$ cat config.mk
export PLATFORM = sky130hd
export DESIGN_NAME = ecgp_ctrl
export DESIGN_NICKNAME = d
export VERILOG_FILES = /design/src/ecgp_chan_fifo.v /design/src/ecgp_ctrl.v /design/src/ecgp_pcm_path.v
export VERILOG_INCLUDE_DIRS = /design/src
export SDC_FILE = /design/constraint.sdc
export NUM_CORES = 1
export LEC_CHECK = 0
export BUFFER_PORTS_ARGS = -buffer_cell sky130_fd_sc_hd__buf_2
export CORE_ASPECT_RATIO = 0.8
export CORE_MARGIN = 3
export CORE_UTILIZATION = 56
export CTS_CLUSTER_SIZE = 30
export DETAILED_ROUTE_END_ITERATION = 7
export PLACE_DENSITY = 0.78
export SLEW_MARGIN = 10
export SYNTH_ARGS = -nofsm -noshare
export SYNTH_HDL_FRONTEND = slang
export SYNTH_SLANG_ARGS = --single-unit
$ cat constraint.sdc
create_clock -name clk_in -period 3.48 [get_ports clk_in]
set_input_delay 0.348 -clock clk_in [delete_from_list [all_inputs] [get_ports clk_in]]
set_output_delay 0.348 -clock clk_in [all_outputs]
set_load 0.01 [all_outputs]
$ cat src/ecgp_defs.vh
`ifndef ECGP_DEFS_VH
`define ECGP_DEFS_VH

// ****************************************
// Address map
// ****************************************
`define ECGP_AW            11
`define ECGP_CH_STRIDE_LSB 5
`define ECGP_OFS_CTRL1     5'h00
`define ECGP_OFS_STATUS    5'h02
`define ECGP_MAIN_BASE     11'h400
`define ECGP_MAIN_LAST     11'h403
`define ECGP_IRQ_FIFO      11'h404

// ****************************************
// Control register 1 fields
// ****************************************
`define ECGP_CTRL1_RESET   8'h00
`define ECGP_CTRL1_WMASK   8'hfd
`define ECGP_C1_SOFT_RST   7
`define ECGP_C1_NOISE_OFF  6
`define ECGP_C1_B2B        5
`define ECGP_C1_RX_ATTEN   4
`define ECGP_C1_BYPASS     3
`define ECGP_C1_ADAPT_OFF  2
`define ECGP_C1_EXT_DELAY  0

// ****************************************
// Main control and status fields
// ****************************************
`define ECGP_MAIN_RESET    8'h00
`define ECGP_M_PWR_UP      0
`define ECGP_M_TONE_MSK_A  3
`define ECGP_M_TONE_MSK_B  4
`define ECGP_M_GLOBAL_MSK  5
`define ECGP_ST_TONE       0
`define ECGP_FIFO_VALID    3

`endif

$ cat src/ecgp_chan_fifo.v
`timescale 1ns/1ps

module ecgp_chan_fifo #(
    parameter WIDTH = 3,
    parameter DEPTH = 16,
    parameter AW    = 4
) (
    input  wire             clk_in,
    input  wire             reset_n_in,
    input  wire             push_in,
    input  wire [WIDTH-1:0] push_data_in,
    output wire             push_ready_out,
    input  wire             pop_in,
    output reg  [WIDTH-1:0] head_out,
    output wire             empty_out
);
    reg [WIDTH-1:0] mem [0:DEPTH-1];
    reg [AW:0]      wr_ptr_q;
    reg [AW:0]      rd_ptr_q;
    wire            full;
    wire            do_push;
    wire            do_pop;

    assign empty_out      = (wr_ptr_q == rd_ptr_q);
    assign full           = (wr_ptr_q[AW-1:0] == rd_ptr_q[AW-1:0]) &&
                            (wr_ptr_q[AW] != rd_ptr_q[AW]);
    assign push_ready_out = ~full;
    assign do_push        = push_in & ~full;
    assign do_pop         = pop_in & ~empty_out;

    always @(posedge clk_in)
    begin
        if (do_push)
            mem[wr_ptr_q[AW-1:0]] <= push_data_in;
    end

    always @(posedge clk_in)
    begin
        if (!reset_n_in)
        begin
            wr_ptr_q <= {(AW+1){1'b0}};
            rd_ptr_q <= {(AW+1){1'b0}};
        end
        else
        begin
            if (do_push)
                wr_ptr_q <= wr_ptr_q + 1'b1;
            if (do_pop)
                rd_ptr_q <= rd_ptr_q + 1'b1;
        end
    end

    always @*
    begin
        head_out = mem[rd_ptr_q[AW-1:0]];
    end
endmodule

$ cat src/ecgp_ctrl.v
`timescale 1ns/1ps
`include "ecgp_defs.vh"

module ecgp_ctrl #(
    parameter NCH   = 8,
    parameter NGRP  = 4,
    parameter SW    = 8,
    parameter CHW   = 3,
    parameter DEPTH = 16,
    parameter FAW   = 4
) (
    input  wire                  clk_in,
    input  wire                  reset_n_in,
    input  wire                  frame_in,
    input  wire [`ECGP_AW-1:0]   addr_in,
    input  wire [7:0]            wdata_in,
    input  wire                  wr_in,
    input  wire                  rd_in,
    output reg  [7:0]            rdata_out,
    output reg                   rdata_oe_out,
    output wire                  irq_n_out,
    input  wire [NCH-1:0]        tone_in,
    input  wire [NCH*SW-1:0]     rin_in,
    input  wire [NCH*SW-1:0]     sin_in,
    input  wire [NCH*SW-1:0]     proc_rout_in,
    input  wire [NCH*SW-1:0]     proc_sout_in,
    output wire [NCH*SW-1:0]     rout_out,
    output wire [NCH*SW-1:0]     sout_out,
    output wire [NCH-1:0]        coef_clear_out,
    output wire [NCH-1:0]        adapt_freeze_out,
    output wire [NCH-1:0]        rx_atten_out,
    output wire [NCH-1:0]        noise_off_out,
    output wire [NCH-1:0]        b2b_out,
    output wire [NCH-1:0]        ext_delay_out,
    output wire [NGRP-1:0]       group_power_out
);
    // ****************************************
    // Register storage
    // ****************************************
    reg  [7:0]       ctrl1_q [0:NCH-1];
    reg  [7:0]       main_q  [0:NGRP-1];
    reg  [NGRP-1:0]  pwr_prev_q;
    reg  [NCH-1:0]   tone_prev_q;
    reg  [NCH-1:0]   pend_q;
    reg  [NCH-1:0]   pend_d;
    reg              irq_gap_q;
    reg  [CHW-1:0]   pick;
    reg              pick_vld;
    reg  [7:0]       rd_mux;
    integer          k;
    integer          j;

    wire             gmask;
    wire             fifo_empty;
    wire             fifo_ready;
    wire [CHW-1:0]   fifo_head;
    wire             ch_hit;
    wire [CHW-1:0]   ch_sel;
    wire [4:0]       ch_ofs;
    wire             main_hit;
    wire [1:0]       main_sel;
    wire             fifo_hit;
    wire             fifo_pop;
    wire [NGRP-1:0]  pwr_rise;
    wire [NCH-1:0]   tone_edge;
    wire [NCH-1:0]   tone_en;
    wire [NCH-1:0]   ctrl1_we;
    wire             main_we;
    wire             c1_hit;
    wire             st_hit;
    wire             irq_want;

    // ****************************************
    // Address decode
    // ****************************************
    assign ch_sel   = addr_in[`ECGP_CH_STRIDE_LSB+CHW-1:`ECGP_CH_STRIDE_LSB];
    assign ch_ofs   = addr_in[`ECGP_CH_STRIDE_LSB-1:0];
    // Only channel blocks that exist decode; aliases above them read as zero
    assign ch_hit   = ~|addr_in[`ECGP_AW-1:`ECGP_CH_STRIDE_LSB+CHW];
    assign main_hit = (addr_in >= `ECGP_MAIN_BASE) && (addr_in <= `ECGP_MAIN_LAST);
    assign main_sel = addr_in[1:0];
    assign fifo_hit = (addr_in == `ECGP_IRQ_FIFO);
    assign fifo_pop = rd_in & fifo_hit;
    assign c1_hit   = ch_hit && (ch_ofs == `ECGP_OFS_CTRL1);
    assign st_hit   = ch_hit && (ch_ofs == `ECGP_OFS_STATUS);
    assign main_we  = wr_in && main_hit;

    assign gmask = main_q[0][`ECGP_M_GLOBAL_MSK];

    // ****************************************
    // Per-group power and per-channel controls
    // ****************************************
    genvar g;
    generate
        for (g = 0; g < NCH; g = g + 1)
        begin : g_ch
            // ****************************************
            // Control outputs of this channel
            // ****************************************
            wire pwr = main_q[g/2][`ECGP_M_PWR_UP];
            assign ctrl1_we[g]         = wr_in & c1_hit & (ch_sel == g);
            assign coef_clear_out[g]   = ctrl1_q[g][`ECGP_C1_BYPASS] |
                                         pwr_rise[g/2];
            assign adapt_freeze_out[g] = ctrl1_q[g][`ECGP_C1_ADAPT_OFF] |
                                         ctrl1_q[g][`ECGP_C1_BYPASS];
            assign rx_atten_out[g]     = ctrl1_q[g][`ECGP_C1_RX_ATTEN];
            assign noise_off_out[g]    = ctrl1_q[g][`ECGP_C1_NOISE_OFF];
            assign b2b_out[g]          = ctrl1_q[g][`ECGP_C1_B2B];
            assign ext_delay_out[g]    = ctrl1_q[g][`ECGP_C1_EXT_DELAY];
            // Odd channels are canceller B of their group
            assign tone_en[g] = ~gmask & ~main_q[g/2][(g % 2 == 1) ?
                                `ECGP_M_TONE_MSK_B : `ECGP_M_TONE_MSK_A];
            assign tone_edge[g] = tone_in[g] ^ tone_prev_q[g];

            // ****************************************
            // Sample path of this channel
            // ****************************************
            ecgp_pcm_path #(
                .SW (SW)
            ) u_path (
                .clk_in        (clk_in),
                .reset_n_in    (reset_n_in),
                .frame_in      (frame_in),
                .power_down_in (~pwr),
                .bypass_in     (ctrl1_q[g][`ECGP_C1_BYPASS]),
                .rin_in        (rin_in[g*SW +: SW]),
                .sin_in        (sin_in[g*SW +: SW]),
                .proc_rout_in  (proc_rout_in[g*SW +: SW]),
                .proc_sout_in  (proc_sout_in[g*SW +: SW]),
                .rout_out      (rout_out[g*SW +: SW]),
                .sout_out      (sout_out[g*SW +: SW])
            );
        end

        // ****************************************
        // Group power
        // ****************************************
        for (g = 0; g < NGRP; g = g + 1)
        begin : g_grp
            assign group_power_out[g] = main_q[g][`ECGP_M_PWR_UP];
            assign pwr_rise[g] = main_q[g][`ECGP_M_PWR_UP] & ~pwr_prev_q[g];
        end
    endgenerate

    // ****************************************
    // Register writes
    // ****************************************
    always @(posedge clk_in)
    begin
        if (!reset_n_in)
        begin
            for (k = 0; k < NCH; k = k + 1)
                ctrl1_q[k] <= `ECGP_CTRL1_RESET;
            for (k = 0; k < NGRP; k = k + 1)
                main_q[k] <= `ECGP_MAIN_RESET;
            pwr_prev_q <= {NGRP{1'b0}};
        end
        else
        begin
            pwr_prev_q <= group_power_out;
            for (k = 0; k < NCH; k = k + 1)
            begin
                // Power-up initialisation restores the defaults
                if (pwr_rise[k/2])
                    ctrl1_q[k] <= `ECGP_CTRL1_RESET;
                // Reserved bit 1 is always stored as zero
                else if (ctrl1_we[k])
                    ctrl1_q[k] <= wdata_in & `ECGP_CTRL1_WMASK;
            end
            if (main_we)
                main_q[main_sel] <= wdata_in;
        end
    end

    // ****************************************
    // Tone event capture and queueing
    // ****************************************
    // Events wait in pending bits so simultaneous edges all get queued
    always @*
    begin
        pick     = {CHW{1'b0}};
        pick_vld = 1'b0;
        // Lowest channel wins the single push of each cycle
        for (j = NCH - 1; j >= 0; j = j - 1)
        begin
            if (pend_q[j])
            begin
                pick     = j[CHW-1:0];
                pick_vld = 1'b1;
            end
        end
        pend_d = pend_q;
        if (pick_vld && fifo_ready)
            pend_d[pick] = 1'b0;
        // Set wins over the clear of the same bit
        pend_d = pend_d | (tone_edge & tone_en);
    end

    always @(posedge clk_in)
    begin
        if (!reset_n_in)
        begin
            tone_prev_q <= {NCH{1'b0}};
            pend_q      <= {NCH{1'b0}};
            irq_gap_q   <= 1'b0;
        end
        else
        begin
            tone_prev_q <= tone_in;
            pend_q      <= pend_d;
            irq_gap_q   <= fifo_pop;
        end
    end

    // ****************************************
    // Interrupt queue
    // ****************************************
    ecgp_chan_fifo #(
        .WIDTH (CHW),
        .DEPTH (DEPTH),
        .AW    (FAW)
    ) u_fifo (
        .clk_in         (clk_in),
        .reset_n_in     (reset_n_in),
        .push_in        (pick_vld),
        .push_data_in   (pick),
        .push_ready_out (fifo_ready),
        .pop_in         (fifo_pop),
        .head_out       (fifo_head),
        .empty_out      (fifo_empty)
    );

    // ****************************************
    // Interrupt request line
    // ****************************************
    // One cycle high after each queue read separates the low pulses
    assign irq_want  = ~fifo_empty & ~gmask & ~irq_gap_q;
    assign irq_n_out = ~irq_want;

    // ****************************************
    // Register reads
    // ****************************************
    always @*
    begin
        rd_mux = 8'h00;
        case ({fifo_hit, main_hit, st_hit, c1_hit})
            4'h1:
                rd_mux = ctrl1_q[ch_sel];
            4'h2:
                rd_mux[`ECGP_ST_TONE] = tone_in[ch_sel];
            4'h4:
                rd_mux = main_q[main_sel];
            4'h8:
            begin
                if (!fifo_empty)
                begin
                    rd_mux[CHW-1:0]          = fifo_head;
                    rd_mux[`ECGP_FIFO_VALID] = 1'b1;
                end
            end
            default:
                rd_mux = 8'h00;
        endcase
    end

    // ****************************************
    // Read data register
    // ****************************************
    always @(posedge clk_in)
    begin
        if (!reset_n_in)
        begin
            rdata_out    <= 8'h00;
            rdata_oe_out <= 1'b0;
        end
        else
        begin
            rdata_oe_out <= rd_in;
            if (rd_in)
                rdata_out <= rd_mux;
        end
    end
endmodule

$ cat src/ecgp_pcm_path.v
`timescale 1ns/1ps

module ecgp_pcm_path #(
    parameter SW = 8
) (
    input  wire          clk_in,
    input  wire          reset_n_in,
    input  wire          frame_in,
    input  wire          power_down_in,
    input  wire          bypass_in,
    input  wire [SW-1:0] rin_in,
    input  wire [SW-1:0] sin_in,
    input  wire [SW-1:0] proc_rout_in,
    input  wire [SW-1:0] proc_sout_in,
    output reg  [SW-1:0] rout_out,
    output reg  [SW-1:0] sout_out
);
    // Two frame-spaced stages give the powered-down delay
    reg [SW-1:0] r1_q;
    reg [SW-1:0] r2_q;
    reg [SW-1:0] s1_q;
    reg [SW-1:0] s2_q;

    always @(posedge clk_in)
    begin
        if (!reset_n_in)
        begin
            r1_q     <= {SW{1'b0}};
            r2_q     <= {SW{1'b0}};
            s1_q     <= {SW{1'b0}};
            s2_q     <= {SW{1'b0}};
            rout_out <= {SW{1'b0}};
            sout_out <= {SW{1'b0}};
        end
        else if (frame_in)
        begin
            r1_q <= rin_in;
            r2_q <= r1_q;
            s1_q <= sin_in;
            s2_q <= s1_q;
            if (power_down_in)
            begin
                rout_out <= r2_q;
                sout_out <= s2_q;
            end
            else if (bypass_in)
            begin
                rout_out <= rin_in;
                sout_out <= sin_in;
            end
            else
            begin
                rout_out <= proc_rout_in;
                sout_out <= proc_sout_in;
            end
        end
    end
endmodule

==> impl_metrics.csv <==
group,metric,value,unit
synth,ys_seq_area_share,50.1,%
synth,yosys_most_used_dff,"dfxtp_1",
floorplan,start_util,57.6,%
clocking,worstSkewPairLatency,0.61,ns
finish,nets,2979,
floorplan,core_area,43800,µm²
global_routing,gr-usage-all-layers,26.5,%
drt,drt_iter0_drc,1239,
setup_path,required,3.73,ns
place,place_ws,0.787,ns
finish,fill_cells,3319,
global_routing,grt_util_met1,35.0,%
place,hpwl,46400,µm
sta,rsz0062_at_grt,"no",
global_routing,grt_overflow,0,
setup_path,reg2reg_setup_slack,1.02,ns
synth,ys.warnings.count,0,
sta,skew,0.0348,ns
setup_path,start_kind,"flip-flop",
synth,ys_seq_elements,564,
global_routing,grt_pass1_wl,101000,µm
setup_path,cp_max_fo,10,
place,place_congestion,0.904,
finish,drive_above_1_share,23.9,%
drt,vias,18000,
finish,post-route-util,67.9,%
setup_path,worst-setup-path-type,"reg -> reg",
synth,synth_edf_count,136,
flow_run,maxCapViolCount,0,
setup_path,worstSetupStartpoint,"u_fifo.wr_ptr_q[2]",
finish,final_cell_area,29700,µm²
finish,multi_input_area,11600,µm²
drt,firstDrtPassIters,5,
sta,finalHoldViolCount,0,
synth,synth-async-reset-ratio,0,%
synth,yosysTopAreaCellShare,33.9,%
clocking,cts_tree,"built",
floorplan,die_h,196,µm
run_status,status,"complete, no violations",
sta,max_freq,406,MHz
setup_path,r2r_end,"u_fifo.mem[0][2]",
setup_path,reg2reg_from,"u_fifo.wr_ptr_q[2]",
floorplan,fp.dieW,243,µm
finish,instances_no_fill,3327,
global_routing,use_met3,5.60,%
clocking,cts_inserted_buffers,55,
pwr,vdd_drop_max,409,µV
pwr,leakage,13.0,nW
synth,yosysTopAreaCell,"dfxtp_1",
synth,yosysMostFrequentCell,"mux2i_1",
global_routing,met2_usage,43.4,%
clocking,h-tree-depth,2,
floorplan,ios,478,
global_routing,grt_antenna_before_repair,4,
setup_path,rr_worst_depth,5,
clocking,clock-root-buffer,"clkbuf_16",
setup_path,crit_end,"u_fifo.mem[0][2]",
sta,finalSetupTns,0,ns
synth,synth_fp_nets,2597,
clocking,cts_setup_buffers,0,
sta,setup_viol,0,
drt,viasPerCell,5.42,
drt,wl_per_cell,19.6,µm
global_routing,grt_pass1_vias,18200,
place,placed_cells,3212,
worst_hold_path,worst_hold_path_type,"in -> reg",
place,dpl_cell_area,27800,µm²
sta,fin_ws,1.02,ns
drt,wl,65300,µm
clocking,cts.repair.resized,0,
pwr,powerDensity,506,nW/µm²
synth,synth_area_per_cell,11.0,µm²
sta,worst_pin_slew,1.13,ns
sta,fin_crit,2.46,ns
clocking,cts.sinks,564,
drt,drc_errors,0,
floorplan,rows,68,
finish,seqCellArea,12700,µm²
clocking,clk_pin_slew_worst_paths,0.06,ns
synth,netlist_area,25200,µm²
global_routing,grt_max_degree,226,
synth,synthCells,2304,
synth,ys_top_cells_by_count,"mux2i_1 (527), dfxtp_1 (428), nor2b_1 (392), nor2_1 (166), a21oi_1 (142)",
sta,period_share,70.8,%
floorplan,dieArea,47700,µm²
synth,synth_area_leaders,"dfxtp_1 (34%), mux2i_1 (21%), edfxtp_1 (16%)",
clocking,ctsLongestPathBuffers,3,
finish,syn_to_final_growth,17.8,%
drt,ant_nets,0,
place,io_buffers,477,
setup_path,end_kind,"flip-flop",
global_routing,grt-busiest-layer,"met2",
synth,synth_cell_type_count,49,
sta,relSlewSlack,24.8,%
sta,drv_slew,0,
setup_path,cp.arrival,2.71,ns
-- report_power, final --
group | internal (mW) | switching (mW) | leakage [nW] | total (mW)
logic | 0.826 | 0.997 | 7.21 | 1.82
clock network | 3.44 | 2.52 | 0.884 | 5.96
registers | 7.06 | 0.199 | 4.87 | 7.26
total | 11.3 | 3.71 | 13.0 | 15.0
-- cell usage in the layout (no fill, tap or decap), types with 4 or more instances in the layout --
cell / n
nand2b_1: 17
o21a_1: 4
bufinv_16: 4
xnor2_1: 20
ha_1: 5
and3_1: 18
dlygate4sd3_1: 12
mux2i_1: 527
dfxtp_1: 428
nor2_1: 166
nand3_1: 4
clkbuf_16: 56
inv_1: 4
clkbuf_8: 10
clkbuf_1: 7
clkinv_2: 5
buf_12: 5
nand2_1: 22
buf_2: 475
nor3_2: 4
and2_1: 97
a21oi_1: 142
nor3_1: 10
buf_4: 32
nor2b_1: 392
clkinv_1: 11
edfxtp_1: 136
or2_2: 11
diode_2: 4
o21ai_0: 24
mux4_2: 35
-- metrics by stage --
step | hold WS [ns] | power (mW)
global placement | 0.477 | 9.13
CTS | 0.00128 | 15.1
finish | 0.0339 | 15.0
detailed placement | 0.494 | 9.20
floorplan | 0.470 | 8.52
global route | 0.0138 | 15.6
-- layer usage --
metal  vias to the layer above  wire length [µm]  share of wire [%]
li1                       8654                 -                  -
met1                      8600             27800                 43
met2                       636             30700                 47
met3                       134              4660                7.1
met4                         2              2180                3.3
met5                         -                12              0.018
-- flip-flops by register name (all words and copies together), names as in the netlist, named ones only --
signal	flops
g_ch.u_path.r1_q	64
g_ch.u_path.r2_q	64
g_ch.u_path.rout_out	64
g_ch.u_path.s1_q	64
g_ch.u_path.s2_q	64
g_ch.u_path.sout_out	64
ctrl1_q	56
u_fifo.mem	48
main_q	32
pend_q	8
rdata_out	8
tone_prev_q	8
u_fifo.rd_ptr_q	5
u_fifo.wr_ptr_q	5
pwr_prev_q	4
irq_gap_q	1
rdata_oe_out	1
-- kinds of logic after synthesis --
kind of cell / count (synthesis) / share of synthesized area (%)
simple gates: 756 / 17.0
flops: 564 / 50.1
mux: 563 / 24.1
buf+inv: 205 / 3.76
compound gates: 190 / 4.06
xor+xnor: 21 / 0.729
fa+ha+maj: 5 / 0.248
-- cell type report --
type	count	share of cell area (%)
Timing Repair Buffer	526	9.64
Clock inverter	26	0.812
Antenna cell	4	0.0337
Tap cell	595	2.50
Multi-Input combinational cell	1535	39.2
Sequential cell	564	42.5
Clock buffer	73	5.26
Inverter	4	0.0505
-- worst min-delay path by stage --
stage,from,to,cells after the start,slack (ns)
finish,rin_in[25],g_ch[3].u_path.r1_q[1],3,0.03
detailed placement,rdata_out[3],rdata_out[3],2,0.49
CTS,sin_in[31],g_ch[3].u_path.s1_q[7],3,0.001
global route,sin_in[54],g_ch[6].u_path.s1_q[6],3,0.01
floorplan,tone_in[0],tone_prev_q[0],1,0.47
global placement,rdata_out[2],rdata_out[2],2,0.48
-- worst max-delay path: stages (launching register included) --
cell and delay (ns):
dfxtp_1 0.56, xnor2_1 0.13, nand4_1 0.21, o32a_1 0.46, nand2_1 0.20, nor3_1 0.53
-- timing repair --
action / 4_1_cts / 5_1_grt
endpoints found under the setup margin: 0 / 0
hold buffers: 12 / 0
hold endpoints to repair: 12 / 0
Power figures use the tool's default switching activity.
